--- src/design/pbl_defines.vh ---
// Register map, field positions and timing counts for the bypass/loopback control block.
// Included by the control block and the bench top; holds definitions only.
`ifndef PBL_DEFINES_VH
`define PBL_DEFINES_VH
// Register index; the bus byte address is four times it
`define PBL_IDX_LBEM 6'h18
`define PBL_ADDR_LBEM {`PBL_IDX_LBEM, 2'b00}
`define PBL_ADDR_CTRL 8'h64
`define PBL_ADDR_STAT 8'h68
`define PBL_BIT_SSD_CHK 15
`define PBL_BIT_BLK_BYP 14
`define PBL_BIT_SCR_BYP 13
`define PBL_BIT_ALN_BYP 12
`define PBL_BIT_CODEC_LOOP 11
`define PBL_BIT_RSV10 10
`define PBL_LOOP_HI 9
`define PBL_LOOP_LO 8
`define PBL_BIT_RSV7 7
`define PBL_LOOP_NORMAL 2'h0
`define PBL_LOOP_XCVR 2'h1
`define PBL_LOOP_REMOTE 2'h2
`define PBL_LOOP_RSVD 2'h3
`define PBL_BAD_NIBBLE 4'hE
`define PBL_IDLE_SYM 5'h1F
`define PBL_DEAD_TIME_US 550
`define PBL_CLK_MHZ 125
`define PBL_DEAD_CYCLES (`PBL_DEAD_TIME_US * `PBL_CLK_MHZ)
`endif

--- src/design/pbl_sync2.v ---
// Two-flop synchroniser for a bundle of asynchronous levels.
// Assumes inputs come from pins or another clock domain.
`timescale 1ns/10ps
module pbl_sync2 #(
	parameter W = 1
) (
	ref_clk,
	srst,
	d,
	q
);
	input wire ref_clk;
	input wire srst;
	input wire [W-1:0] d;
	output reg [W-1:0] q;
	reg [W-1:0] meta_r;
	always @(posedge ref_clk) begin
		if (srst) begin
			meta_r <= {W{1'b0}};
			q <= {W{1'b0}};
		end else begin
			meta_r <= d;
			q <= meta_r;
		end
	end
endmodule

--- src/design/pbl_ctrl.v ---
// Bypass, loopback and bad start-delimiter control of a 10/100 PHY coding layer.
// Assumes an AHB-Lite master on ref_clk, 5B symbols arriving with a symbol clock
// from the link side, and strap pins that are stable around reset.
`timescale 1ns/10ps
`include "pbl_defines.vh"
module pbl_ctrl #(
	parameter DEAD_CYCLES = `PBL_DEAD_CYCLES
) (
	ref_clk,
	srst,
	hsel,
	haddr,
	htrans,
	hwrite,
	hsize,
	hwdata,
	hready,
	hreadyout,
	hresp,
	hrdata,
	block_code_bypass_strap,
	scrambler_bypass_strap,
	alignment_bypass_strap,
	basic_mode_loopback,
	five_bit_mode,
	rx_sym_clk,
	rx_sym,
	rx_ssd_bad,
	rx_dec_nibble,
	rx_dec_err,
	rx_dec_crs,
	tx_mac_sym,
	rxd,
	rx_er,
	crs,
	serial_tx_sym,
	serial_tx_en,
	block_code_bypass,
	scrambler_bypass,
	symbol_alignment_bypass,
	ten_mbps_codec_loopback,
	xcvr_loopback_on,
	remote_loopback_on,
	internal_loopback_on
);
	input wire ref_clk;
	input wire srst;
	input wire hsel;
	input wire [31:0] haddr;
	input wire [1:0] htrans;
	input wire hwrite;
	input wire [2:0] hsize;
	input wire [31:0] hwdata;
	input wire hready;
	output wire hreadyout;
	output wire hresp;
	output reg [31:0] hrdata;
	input wire block_code_bypass_strap;
	input wire scrambler_bypass_strap;
	input wire alignment_bypass_strap;
	input wire basic_mode_loopback;
	input wire five_bit_mode;
	input wire rx_sym_clk;
	input wire [4:0] rx_sym;
	input wire rx_ssd_bad;
	input wire [3:0] rx_dec_nibble;
	input wire rx_dec_err;
	input wire rx_dec_crs;
	input wire [4:0] tx_mac_sym;
	output reg [3:0] rxd;
	output reg rx_er;
	output reg crs;
	output reg [4:0] serial_tx_sym;
	output reg serial_tx_en;
	output wire block_code_bypass;
	output wire scrambler_bypass;
	output wire symbol_alignment_bypass;
	output wire ten_mbps_codec_loopback;
	output wire xcvr_loopback_on;
	output wire remote_loopback_on;
	output wire internal_loopback_on;

	localparam ST_IDLE = 3'b001;
	localparam ST_BAD = 3'b010;
	localparam ST_IDLE1 = 3'b100;

	// Pins and the symbol clock come from outside ref_clk
	wire [13:0] sync_q;
	pbl_sync2 #(
		.W(14)
	) u_sync (
		.ref_clk(ref_clk),
		.srst(srst),
		.d({rx_sym_clk, rx_sym, rx_ssd_bad, basic_mode_loopback, five_bit_mode,
			block_code_bypass_strap, scrambler_bypass_strap, alignment_bypass_strap,
			rx_dec_err, rx_dec_crs}),
		.q(sync_q)
	);
	wire sym_clk_s = sync_q[13];
	wire [4:0] sym_s = sync_q[12:8];
	wire ssd_bad_s = sync_q[7];
	wire int_loop_s = sync_q[6];
	wire five_s = sync_q[5];
	wire strap_4b5b_s = sync_q[4];
	wire strap_scr_s = sync_q[3];
	wire strap_align_s = sync_q[2];
	wire dec_err_s = sync_q[1];
	wire dec_crs_s = sync_q[0];

	reg [3:0] nib_m_r;
	reg [3:0] nib_s_r;
	reg [4:0] txm_m_r;
	reg [4:0] txm_s_r;
	always @(posedge ref_clk) begin
		if (srst) begin
			nib_m_r <= 4'h0;
			nib_s_r <= 4'h0;
			txm_m_r <= 5'h00;
			txm_s_r <= 5'h00;
		end else begin
			nib_m_r <= rx_dec_nibble;
			nib_s_r <= nib_m_r;
			txm_m_r <= tx_mac_sym;
			txm_s_r <= txm_m_r;
		end
	end

	// Register storage
	reg ssd_chk_on_r;
	reg blk_byp_r;
	reg scr_byp_r;
	reg aln_byp_r;
	reg codec_loop_r;
	reg rsv10_r;
	reg [1:0] loop_sel_r;
	reg rsv7_r;
	reg strap_pend_r;
	reg [1:0] strap_wait_r;

	// AHB-Lite address phase capture
	reg wr_pend_r;
	reg [7:0] wr_addr_r;
	wire xfer = hsel & htrans[1] & hready;
	always @(posedge ref_clk) begin
		if (srst) begin
			wr_pend_r <= 1'b0;
			wr_addr_r <= 8'h00;
		end else begin
			wr_pend_r <= xfer & hwrite;
			if (xfer)
				wr_addr_r <= haddr[7:0];
		end
	end
	assign hreadyout = 1'b1;
	assign hresp = 1'b0;

	wire wr_lbem = wr_pend_r & (wr_addr_r == `PBL_ADDR_LBEM);

	// Straps are caught on the third clock after reset release, once through both synchroniser stages
	always @(posedge ref_clk) begin
		if (srst) begin
			ssd_chk_on_r <= 1'b1;
			blk_byp_r <= 1'b0;
			scr_byp_r <= 1'b0;
			aln_byp_r <= 1'b0;
			codec_loop_r <= 1'b0;
			rsv10_r <= 1'b0;
			loop_sel_r <= `PBL_LOOP_NORMAL;
			rsv7_r <= 1'b0;
			strap_pend_r <= 1'b1;
			strap_wait_r <= 2'h0;
		end else if (wr_lbem) begin
			ssd_chk_on_r <= hwdata[`PBL_BIT_SSD_CHK];
			blk_byp_r <= hwdata[`PBL_BIT_BLK_BYP];
			scr_byp_r <= hwdata[`PBL_BIT_SCR_BYP];
			aln_byp_r <= hwdata[`PBL_BIT_ALN_BYP];
			codec_loop_r <= hwdata[`PBL_BIT_CODEC_LOOP];
			rsv10_r <= hwdata[`PBL_BIT_RSV10];
			loop_sel_r <= hwdata[`PBL_LOOP_HI:`PBL_LOOP_LO];
			rsv7_r <= hwdata[`PBL_BIT_RSV7];
			strap_pend_r <= 1'b0;
		end else if (strap_pend_r) begin
			strap_wait_r <= strap_wait_r + 2'h1;
			if (strap_wait_r == 2'h2) begin
				blk_byp_r <= strap_4b5b_s;
				scr_byp_r <= strap_scr_s;
				aln_byp_r <= strap_align_s;
				strap_pend_r <= 1'b0;
			end
		end
	end

	wire [15:0] lbem_val = {ssd_chk_on_r, blk_byp_r, scr_byp_r, aln_byp_r, codec_loop_r, rsv10_r,
		loop_sel_r, rsv7_r, 7'h00};

	// Loopback mode decode
	// Basic control loopback wins
	assign internal_loopback_on = int_loop_s;
	// Field decode, code 11 is normal
	assign xcvr_loopback_on = ~int_loop_s & (loop_sel_r == `PBL_LOOP_XCVR);
	assign remote_loopback_on = ~int_loop_s & (loop_sel_r == `PBL_LOOP_REMOTE);
	assign block_code_bypass = blk_byp_r;
	assign scrambler_bypass = scr_byp_r;
	assign symbol_alignment_bypass = aln_byp_r;
	assign ten_mbps_codec_loopback = codec_loop_r;

	// Dead time on entering either loopback, internal to transceiver too
	wire [1:0] loop_mode = {internal_loopback_on, xcvr_loopback_on};
	reg [1:0] loop_mode_d_r;
	reg [31:0] dead_cnt_r;
	always @(posedge ref_clk) begin
		if (srst) begin
			loop_mode_d_r <= 2'h0;
			dead_cnt_r <= 32'h0;
		end else begin
			loop_mode_d_r <= loop_mode;
			if (|(loop_mode & ~loop_mode_d_r))
				dead_cnt_r <= DEAD_CYCLES;
			else if (dead_cnt_r != 32'h0)
				dead_cnt_r <= dead_cnt_r - 32'h1;
		end
	end
	wire dead = dead_cnt_r != 32'h0;

	// Symbol clock edge found on ref_clk
	reg sym_clk_d_r;
	always @(posedge ref_clk) begin
		if (srst)
			sym_clk_d_r <= 1'b0;
		else
			sym_clk_d_r <= sym_clk_s;
	end
	wire sym_tick = sym_clk_s & ~sym_clk_d_r;

	// Bad delimiter tracking per received symbol
	reg [2:0] st_r;
	reg [2:0] st_nxt;
	wire is_idle = sym_s == `PBL_IDLE_SYM;
	always @* begin
		st_nxt = st_r;
		case (st_r)
			ST_IDLE: begin
				if (ssd_chk_on_r & ssd_bad_s)
					st_nxt = ST_BAD;
			end
			ST_BAD: begin
				if (is_idle)
					st_nxt = ST_IDLE1;
			end
			ST_IDLE1: begin
				if (is_idle)
					st_nxt = ST_IDLE;
				else
					st_nxt = ST_BAD;
			end
			default: st_nxt = ST_IDLE;
		endcase
	end
	always @(posedge ref_clk) begin
		if (srst)
			st_r <= ST_IDLE;
		else if (sym_tick)
			st_r <= st_nxt;
	end
	wire bad_evt = (st_r != ST_IDLE) & ~aln_byp_r;
	// Follows the state being entered, so the bad symbol itself is flagged
	wire bad_now = (st_nxt != ST_IDLE) & ~aln_byp_r;

	// Output stage, updated on each symbol
	always @(posedge ref_clk) begin
		if (srst) begin
			rxd <= 4'h0;
			rx_er <= 1'b0;
			crs <= 1'b0;
			serial_tx_sym <= 5'h00;
			serial_tx_en <= 1'b0;
		end else if (dead) begin
			// Quiet at once, not only at the next symbol
			rxd <= 4'h0;
			rx_er <= 1'b0;
			crs <= 1'b0;
			serial_tx_en <= 1'b0;
		end else if (sym_tick) begin
			if (bad_now) begin
				rxd <= `PBL_BAD_NIBBLE;
				rx_er <= 1'b1;
				crs <= 1'b1;
			end else if (five_s | aln_byp_r) begin
				// Transparent path: raw symbol, top bit rides on error line
				rxd <= sym_s[3:0];
				rx_er <= sym_s[4];
				crs <= dec_crs_s;
			end else begin
				rxd <= nib_s_r;
				rx_er <= dec_err_s;
				crs <= dec_crs_s;
			end
			if (remote_loopback_on)
				serial_tx_sym <= sym_s;
			else
				serial_tx_sym <= txm_s_r;
			serial_tx_en <= 1'b1;
		end
	end

	// Read data for the data phase
	always @(posedge ref_clk) begin
		if (srst)
			hrdata <= 32'h0;
		else if (xfer & ~hwrite) begin
			case (haddr[7:0])
				`PBL_ADDR_LBEM: hrdata <= {16'h0, lbem_val};
				`PBL_ADDR_STAT: hrdata <= {25'h0, dead, bad_evt, st_r, remote_loopback_on,
					xcvr_loopback_on};
				default: hrdata <= 32'h0;
			endcase
		end
	end
endmodule

--- config.mk ---
export PLATFORM = sky130hd
export DESIGN_NAME = pbl_ctrl
export DESIGN_NICKNAME = d
export VERILOG_FILES = /design/src/design/pbl_sync2.v /design/src/design/pbl_ctrl.v
export VERILOG_INCLUDE_DIRS = /design/src /design/src/design
export SDC_FILE = /design/constraint.sdc
export NUM_CORES = 1
export LEC_CHECK = 0
export ABC_AREA = 0
export BUFFER_PORTS_ARGS = -buffer_cell sky130_fd_sc_hd__buf_4
export CAP_MARGIN = 20
export CORE_ASPECT_RATIO = 1.4
export CORE_MARGIN = 3
export CORE_UTILIZATION = 35
export CTS_BUF_LIST = sky130_fd_sc_hd__clkbuf_16
export DETAILED_ROUTE_END_ITERATION = 8
export HOLD_SLACK_MARGIN = 0.15
export PLACE_DENSITY_LB_ADDON = 0.08
export SYNTH_ARGS = -nofsm -noshare
export SYNTH_HDL_FRONTEND = slang
export SYNTH_SLANG_ARGS = --single-unit
export TNS_END_PERCENT = 30
--- constraint.sdc ---
create_clock -name ref_clk -period 2.6 [get_ports ref_clk]
set_input_delay 0.26 -clock ref_clk [delete_from_list [all_inputs] [get_ports ref_clk]]
set_output_delay 0.26 -clock ref_clk [all_outputs]
set_load 0.01 [all_outputs]
==> results of run 1 <==
## routing by layer
layer	vias to the layer above	wire length [microns]
li1	2205	-
met1	2032	4840
met2	69	6730
met3	27	387
met4	0	332
met5	-	0
## kinds of logic (layout without fill, tap and decap cells)
family	after synthesis	after routing	share of synthesized area (%)
multiplexers	19	19	3.76
buffers and inverters	57	187	6.02
adder cells (fa/ha/maj)	2	2	0.479
AO/OA/AOI/OAI	113	113	13.4
XOR/XNOR	5	5	0.839
other	2	18	0.144
flip-flops	133	133	51.0
AND/OR/NAND/NOR	227	227	24.3
## critical path, delay by kind of cell (launching register included)
kind	cells	cell delay, ns
compound gates	2	0.49
fa+ha+maj	1	0.19
buf+inv	1	0.10
flops	1	0.33
simple gates	3	1.32
## metrics by stage
step | util, % | instance area, sq um | hold slack [ns]
2_1_floorplan | - | 5290 | 0.385
3_3_place_gp | 41.7 | 6040 | 0.419
3_5_place_dp | 41.7 | 6040 | 0.425
4_1_cts | 48.4 | 7030 | 0.158
5_1_grt | 48.5 | 7040 | 0.153
6_report | 48.5 | 7040 | 0.166
## Yosys cell counts, drive strengths merged, types with 2 or more instances
library cell and number:
dfxtp 133, nor2b 49, a21oi 45, nor2 44
nand2 40, buf 26, clkbuf 23, o21ai 23
or3 23, or4 16, a22oi 15, mux2i 14
nor3 10, inv 8, nor4 8, nand3 7
o31ai 7, nand2b 6, a211oi 5, mux2 5
a311oi 4, a31oi 4, nand4 4, xnor2 4
and3 3, nor3b 3, o41ai 3, or2 3
or3b 3, a211o 2, and2 2, conb 2
ha 2, o211ai 2, or4b 2
## sequential cells by signal, summed over array words and instances (netlist names), 2 cells and up
name	flops
txm_s_r	5
serial_tx_sym	5
loop_mode_d_r	2
nib_s_r	4
loop_sel_r	2
wr_addr_r	8
strap_wait_r	2
u_sync.q	14
nib_m_r	4
dead_cnt_r	32
u_sync.meta_r	14
rxd	4
txm_m_r	5
st_r	3
hrdata	16
## layout make-up
cell class | count | area share [%]
multi-input combinational | 384 | 33.1
timing repair buffer | 147 | 17.1
sequential | 133 | 37.8
inverter | 8 | 0.427
tap | 189 | 3.36
clock buffer | 17 | 6.04
clock inverter | 15 | 2.20
## what timing repair did
item / 4_1_cts / 5_1_grt
resized for setup: 0 / 3
endpoints found under the hold margin: 40 / 0
hold buffers: 40 / 0
endpoints found under the setup margin: 0 / 5
buffers inserted: 0 / 0
## power by group
group	switching, W	leakage [nW]	internal (W)
Clock	0.00102	0.288	0.00128
Sequential	0.000217	1.09	0.00232
Combinational	0.00158	1.48	0.00129
## worst max-delay path by stage
stage,start,slack (ns),cells past startpoint,endpoint
detailed placement,dead_cnt_r[1],0.04,7,dead_cnt_r[30]
CTS,dead_cnt_r[1],0.01,7,dead_cnt_r[30]
floorplan,dead_cnt_r[26],0.003,8,dead_cnt_r[1]
global placement,dead_cnt_r[1],0.08,7,dead_cnt_r[28]
finish,dead_cnt_r[1],0.12,7,dead_cnt_r[30]
global route,dead_cnt_r[19],-0.01,7,dead_cnt_r[3]
==> impl_metrics.yaml, run 1 <==
timing:
  period_needed_ns: 2.48
  period_share_pct: 95.4
  setup_ws_ns: 0.119
  fmax_ghz: 0.403
  hold_viol_final: 0
  finalClockSkew_ns: 0.00901
  slew_violations: 0
  setup_violations: 0
  tightest_slew_ns: 0.595
  relSlewSlack_pct: 60.3
  rsz0062_at_grt: "yes"
  tns_ns: 0
critical_path:
  cp_max_fo: 11
  r2r.worst_path.cells: 7
  cp-end-kind: "flip-flop"
  cp_cell_sequence: "inv_1 -> ha_1 -> or3b_2 -> or4_4 -> a211o_4 -> or4_1 -> a21oi_1"
  critPathKind: "flip-flop to flip-flop"
  slowest_delay_ns: 0.47
  setup.worst_path.start_class: "flip-flop"
  crit_arrival_ns: 2.82
  rrSetupSlack_ns: 0.12
  cpMaxStageDelayCell: "or4_4"
  r2r_end: "dead_cnt_r[30]"
  required_ns: 2.94
  timing.rr.start: "dead_cnt_r[1]"
grt:
  use_met2_pct: 28.6
  grt_max_degree: 50
  met1_usage_pct: 16.5
  track_usage_pct: 15.7
  grt_pass1_wl_microns: 20100
  grt-ovfl-total: 0
  grt_busiest_layer: "met2"
  first_global_vias: 4289
  grt_use_met3_pct: 3.35
  antenna_found_initial: 0
power_and_ir_drop:
  p_total_w: 0.00771
  p_leak_nw: 2.85
  powerDensity_nw_per_um2: 1090
  ir_worst_vdd_mv: 0.797
drt:
  avgViaCountPerCell: 4.85
  drt_first_pass_iters: 4
  antenna_left: 0
  drtIter0Drc: 110
  num_vias: 4333
  wl_per_cell_microns: 13.8
  drt_wl_total_microns: 12300
  drc: 0
layout:
  multi_input_area_sq_um: 2330
  fillers: 1347
  layout-drive-gt1-share_pct: 23.0
  finalNonFillerCells: 893
  layout_common_cells: "133 x dfxtp_1, 107 x buf_4, 49 x nor2b_1"
  layout_commonest_cell: "dfxtp_1"
  nets: 790
  area_growth_pct: 34.9
  num_antenna_cells: 0
  seqCellArea_sq_um: 2660
placed_design:
  hpwl_microns: 8610
  pre_cts_ws_ns: 0.0402
  placed_cells: 821
  io_buffers: 80
  gp_congestion: 0.800
synthesis:
  async_flop_share_pct: 0
  yosys.area.top_type: "dfxtp_1"
  ys_ff_latch: 133
  synth_area_per_cell_sq_um: 9.35
  synth-edff-count: 0
  yosysTopAreaCellShare_pct: 51.0
  yosysUniqueCellTypes: 53
  postSynthCellCount: 558
  ys_warn_count: 0
  ys_seq_area_share_pct: 51.0
  synth.area.top_cells: "dfxtp_1 51%, nor2b_1 5.9%, a21oi_1 4.3%, nor2_1 3.2%, buf_4 2.9%"
  netlist_area_sq_um: 5220
  ys.flop_type: "dfxtp_1"
worst_hold_path:
  min_path_type: "primary input to flip-flop"
  min_path_cells: 3
  hold_end: "symbol_alignment_bypass"
  min-delay-start: "hwdata[12]"
clock_network:
  htree_levels: 4
  cts_buffers: 17
  numClockSinks: 133
  insertion_delay_ns: 0.41
  cts_tree: "built"
  cts_root_buf: "clkbuf_16"
  cts.path.max_buffers: 2
  clk_pin_slew_ns: 0.06
floorplanning:
  start_util_pct: 36.0
  die_y_microns: 151
  die_x_microns: 109
  core_area_sq_um: 14500
  placement_rows: 52
  dieArea_sq_um: 16400
  io-pin-count: 150
run_status:
  outcome: "finished, final reports clean"
run:
  cap_violations: 0
Note: power is estimated with default switching activity, not from simulation.
==> run 2: changes to the inputs <==
--- a/config.mk
+++ b/config.mk
@@ -14,6 +14,7 @@
 export CORE_UTILIZATION = 35
 export CTS_BUF_LIST = sky130_fd_sc_hd__clkbuf_16
 export DETAILED_ROUTE_END_ITERATION = 8
+export GPL_TIMING_DRIVEN = 0
 export HOLD_SLACK_MARGIN = 0.15
 export PLACE_DENSITY_LB_ADDON = 0.08
 export SYNTH_ARGS = -nofsm -noshare
==> constraint.sdc (replaced) <==
create_clock -name ref_clk -period 2.4 [get_ports ref_clk]
set_input_delay 0.24 -clock ref_clk [delete_from_list [all_inputs] [get_ports ref_clk]]
set_output_delay 0.24 -clock ref_clk [all_outputs]
set_load 0.01 [all_outputs]
==> run 2 against run 1 <==
The flow now finishes with violations (negative setup slack). First-iteration DRC count is 6.4% higher. Cell count is 5.7% higher. Via count is 7.2% higher. Count of clock-buffer cells in the layout stayed put. Core utilization is 4.5 points higher. Hold slack better by 0.095 ns. Fmax is 0.22% higher. Sequential share of layout area is 3.1 points lower. Sequential cell count stayed put. Largest cell class unchanged.
==> impl_metrics.yaml, run 2 (same netlist as run 1, synthesis figures left out) <==
run_status:
  outcome: "finished with violations"
  violations: "negative setup slack"
clock_network:
  cts.path.max_buffers: 2
  htree_levels: 4
  clk_pin_slew_ns: 0.06
  insertion_delay_ns: 0.41
  cts_tree: "built"
  numClockSinks: 133
  cts_buffers: 17
  cts_root_buf: "clkbuf_16"
timing:
  fmax_ghz: 0.404
  whs_ns: 0.260
  period_share_pct: 103
  tightest_slew_ns: 0.810
  finalClockSkew_ns: 0.00666
  hold_viol_final: 0
  relSlewSlack_pct: 45.6
  slew_violations: 0
  rsz0062_at_grt: "yes"
  period_needed_ns: 2.48
  setup_violations: 15
  setup_ws_ns: -0.0754
floorplanning:
  dieArea_sq_um: 16400
  placement_rows: 52
  die_x_microns: 109
  die_y_microns: 151
  core_area_sq_um: 14500
  start_util_pct: 36.0
  io-pin-count: 150
layout:
  num_antenna_cells: 0
  layout_common_cells: "125 x dfxtp_1, 121 x buf_4, 49 x nor2b_1"
  layout_commonest_cell: "dfxtp_1"
  largest_register_ffs: 32
  area_growth_pct: 47.4
  largest_register: "dead_cnt_r"
  top_regs: "dead_cnt_r (32), hrdata (16)"
  final_cell_area_sq_um: 7690
  nets: 841
  layout-drive-gt1-share_pct: 30.5
placed_design:
  io_buffers: 80
  place_area_sq_um: 6160
  gp_congestion: 0.835
  hpwl_microns: 9470
drt:
  num_vias: 4643
  avgViaCountPerCell: 4.92
  drtIter0Drc: 117
  drt_wl_total_microns: 14000
  drt_first_pass_iters: 4
  antenna_left: 0
  drc: 0
  wl_per_cell_microns: 14.9
grt:
  first_global_vias: 4437
  grt_max_degree: 17
  grt_pass1_wl_microns: 21800
  grt-ovfl-total: 0
  antenna_found_initial: 0
  track_usage_pct: 17.5
critical_path:
  cp_max_fo: 5
  critPathKind: "flip-flop to flip-flop"
  setup.worst_path.start_class: "flip-flop"
  crit_arrival_ns: 2.81
  required_ns: 2.73
  cp-end-kind: "flip-flop"
run:
  cap_violations: 0
power_and_ir_drop:
  p_leak_nw: 3.10
  powerDensity_nw_per_um2: 1320
  ir_worst_vdd_mv: 1.08
worst_hold_path:
  min_path_type: "primary input to flip-flop"
[run 2: path summary, 6_finish.rpt]
check / from / end / slack [ns] / depth (start not counted)
worst min-delay path: srst / ssd_chk_on_r / 0.26 / 3
worst min register to register: nib_m_r[3] / nib_s_r[3] / 0.43 / 1
worst max-delay path: dead_cnt_r[16] / dead_cnt_r[1] / -0.08 / 6
worst max register to register: dead_cnt_r[16] / dead_cnt_r[1] / -0.08 / 6
[run 2: worst max-delay path, cell delays in order, from the launching register on]
cell and delay, ns:
dfxtp_2 0.33, or4_4 0.57, or4_4 0.56, nor4_4 0.34, buf_6 0.15, mux2_2 0.32, a21oi_1 0.12
[run 2: final cells by class]
| type | instances | area [sq um] |
|---|---|---|
| buffer | 44 | 288 |
| clock buffer | 17 | 425 |
| clock inverter | 15 | 189 |
| fill | 1320 | 6820 |
| inverter | 8 | 30.0 |
| multi-input combinational | 384 | 2520 |
| sequential | 133 | 2670 |
| tap | 189 | 236 |
| timing repair buffer | 154 | 1330 |
[run 2: metrics by stage]
stage | total power, W | utilization [%] | setup WS [ns] | instances | setup TNS, ns
after detailed placement | 0.00572 | 42.5 | -0.514 | 844 | -7.55
after global placement | 0.00569 | 42.4 | -0.450 | 843 | -8.27
final | 0.0102 | 53.0 | -0.0754 | 944 | -0.495
after CTS | 0.00961 | 51.6 | -0.0851 | 937 | -0.689
after floorplan | 0.00504 | - | -0.0381 | 574 | -0.0709
after global routing | 0.0107 | 53.0 | -0.153 | 944 | -2.60
[run 2: timing repair]
action	4_1_cts	5_1_grt
cloned	2	1
gates resized for setup	33	35
pin swaps	16	17
hold buffers	41	0
buffers inserted	22	7
endpoints found under the hold margin	41	0
endpoints found under the setup margin	43	40
[run 2: per-layer routing]
layer / vias to the layer above / part of all wire (%) / GRT usage [%]
li1: 2299 / - / -
met1: 2198 / 37 / 17.5
met2: 115 / 55 / 31.9
met3: 31 / 4.4 / 4.93
met4: 0 / 3.5 / 10.2
met5: - / 0 / 0
[run 2: power by group]
group	switching (W)	internal (W)	leakage, nW	total, W
logic	0.00228	0.00238	1.72	0.00466
clock network	0.000955	0.00172	0.293	0.00268
registers	0.000303	0.00252	1.09	0.00283
==> run 3: changes to the inputs <==
--- a/config.mk
+++ b/config.mk
@@ -6,12 +6,11 @@
 export SDC_FILE = /design/constraint.sdc
 export NUM_CORES = 1
 export LEC_CHECK = 0
-export ABC_AREA = 0
 export BUFFER_PORTS_ARGS = -buffer_cell sky130_fd_sc_hd__buf_4
 export CAP_MARGIN = 20
 export CORE_ASPECT_RATIO = 1.4
 export CORE_MARGIN = 3
-export CORE_UTILIZATION = 35
+export CORE_UTILIZATION = 52
 export CTS_BUF_LIST = sky130_fd_sc_hd__clkbuf_16
 export DETAILED_ROUTE_END_ITERATION = 8
 export GPL_TIMING_DRIVEN = 0
==> run 3 against run 2 <==
The run still ends with negative setup slack left. Clock skew is essentially flat. Cell count down 6.8%. Sequential power barely moved. Die area is 31% lower. Power decreased by 6.4%. Critical path type unchanged.
==> impl_metrics.yaml, run 3 (same netlist as run 1, synthesis figures left out) <==
run_status:
  outcome: "finished with violations"
  violations: "negative setup slack"
placed_design:
  gp_congestion: 0.856
  io_buffers: 80
  hpwl_microns: 8770
  place_area_sq_um: 6080
  pre_cts_ws_ns: -0.394
critical_path:
  slowest_delay_ns: 0.54
  timing.rr.start: "dead_cnt_r[0]"
  cp_max_fo: 7
  r2r_end: "dead_cnt_r[8]"
  cp_cell_sequence: "inv_4 -> ha_4 -> or3b_4 -> or4_4 -> buf_12 -> o31ai_4 -> buf_6 -> buf_6 -> or3_1 -> a21oi_1"
  cpMaxStageDelayCell: "or4_4"
  crit_family: "simple AND/OR/NAND/NOR gates"
  r2r.worst_path.cells: 10
  required_ns: 2.69
  critPathKind: "flip-flop to flip-flop"
  rrSetupSlack_ns: -0.07
  crit_buf_inv: 4
  cp-end-kind: "flip-flop"
  crit_arrival_ns: 2.76
  setup.worst_path.start_class: "flip-flop"
  crit_top_cell: "buf_6"
power_and_ir_drop:
  p_seq_share_pct: 29.6
  power.internal_w: 0.00619
  p_comb_share_pct: 42.4
  switching_share_pct: 34.9
  p_leak_nw: 3.05
  powerDensity_nw_per_um2: 1270
  ir_worst_vdd_mv: 0.796
  power.switching_w: 0.00332
  power_frac_clock_pct: 28.0
layout:
  fillers: 663
  area_growth_pct: 43.0
  top_regs: "dead_cnt_r (32), hrdata (16)"
  largest_register: "dead_cnt_r"
  layout-drive-gt1-share_pct: 28.1
  largest_register_ffs: 32
  layout_common_cells: "125 x dfxtp_1, 118 x buf_4, 49 x nor2b_1"
  layout_commonest_cell: "dfxtp_1"
  final_cell_area_sq_um: 7460
  nets: 834
  num_antenna_cells: 0
  seqCellArea_sq_um: 2680
  multi_input_area_sq_um: 2450
floorplanning:
  start_util_pct: 54.3
  io-pin-count: 150
  die_y_microns: 125
  placement_rows: 42
  core_area_sq_um: 9620
  die_x_microns: 90.7
  dieArea_sq_um: 11300
grt:
  grt_busiest_layer: "met2"
  track_usage_pct: 24.9
  first_global_vias: 4781
  antenna_found_initial: 0
  met1_usage_pct: 24.6
  grt_max_degree: 17
  grt_pass1_wl_microns: 22600
  grt-ovfl-total: 0
  grt_use_met3_pct: 5.20
  use_met2_pct: 47.6
drt:
  wl_per_cell_microns: 15.9
  num_vias: 4727
  antenna_left: 0
  drtIter0Drc: 308
  avgViaCountPerCell: 5.37
  drc: 0
  drt_wl_total_microns: 14000
  drt_first_pass_iters: 5
timing:
  relSlewSlack_pct: 44.6
  tns_ns: -0.513
  slew_violations: 0
  whs_ns: 0.259
  fmax_ghz: 0.405
  period_share_pct: 103
  rsz0062_at_grt: "yes"
  period_needed_ns: 2.47
  setup_ws_ns: -0.0691
  finalClockSkew_ns: 0.00701
  hold_viol_final: 0
  tightest_slew_ns: 0.825
  setup_violations: 15
run:
  cap_violations: 0
clock_network:
  numClockSinks: 133
  cts_buffers: 17
  insertion_delay_ns: 0.41
  cts.path.max_buffers: 2
  cts_root_buf: "clkbuf_16"
  cts_tree: "built"
  clk_pin_slew_ns: 0.05
  htree_levels: 4
worst_hold_path:
  hold_end: "ssd_chk_on_r"
  min-delay-start: "srst"
  min_path_type: "primary input to flip-flop"
  min_path_cells: 3
==> run 3: changes by cell type in the layout (fill, tap and decap cells not counted), moves of 3 or more <==
cell,before,now
a21oi_1,41,44
a21oi_2,4,1
buf_4,121,118
buf_6,10,6
o31ai_4,5,2
or3_1,15,19
or3_4,6,2
==> run 3: metal layers <==
metal	vias up	routed length, microns
li1	2287	-
met1	2243	4900
met2	153	7820
met3	44	706
met4	0	553
met5	-	0
==> run 3: worst max-delay path by stage <==
stage / startpoint / depth (start not counted) / to
after global placement: dead_cnt_r[3] / 5 / dead_cnt_r[31]
final: dead_cnt_r[0] / 10 / dead_cnt_r[8]
after floorplan: dead_cnt_r[1] / 9 / dead_cnt_r[28]
after detailed placement: dead_cnt_r[3] / 5 / dead_cnt_r[31]
after CTS: dead_cnt_r[22] / 6 / dead_cnt_r[28]
after global routing: dead_cnt_r[0] / 10 / dead_cnt_r[8]
==> run 3: layout make-up <==
type / count / area share (%)
multi-input cells: 384 / 32.8
well taps: 132 / 2.21
clock buffers: 17 / 5.70
clock inverters: 15 / 2.51
inverters: 8 / 0.436
plain buffers: 44 / 3.77
flip-flops and latches: 133 / 35.8
repair buffers: 147 / 16.7
==> run 3: metrics by stage <==
stage / power [W] / std cells / utilization, %
2_1_floorplan: 0.00504 / 574 / -
3_3_place_gp: 0.00562 / 786 / 63.3
3_5_place_dp: 0.00570 / 786 / 63.3
4_1_cts: 0.00917 / 874 / 76.6
5_1_grt: 0.00995 / 880 / 77.6
6_report: 0.00951 / 880 / 77.6
==> run 3: tightest hold or removal path: stages <==
cell	delay, ns
buf_4	0.11
inv_1	0.18
nand2_1	0.10
==> run 3: power by group through the flow <==
stage	clock [W]	combinational, W	sequential [W]
final	0.00267	0.00403	0.00281
after global routing	0.00279	0.00431	0.00286
after CTS	0.00268	0.00370	0.00279
after detailed placement	0	0.00289	0.00281
after global placement	0	0.00283	0.00279
after floorplan	0	0.00229	0.00274
==> run 3: timing repair <==
item | 4_1_cts | 5_1_grt
gates cloned | 1 | 0
pin swaps | 14 | 10
hold endpoints to repair | 41 | 0
gates resized for setup | 32 | 18
setup endpoints to repair | 40 | 43
setup buffers | 19 | 5
hold buffers | 41 | 0
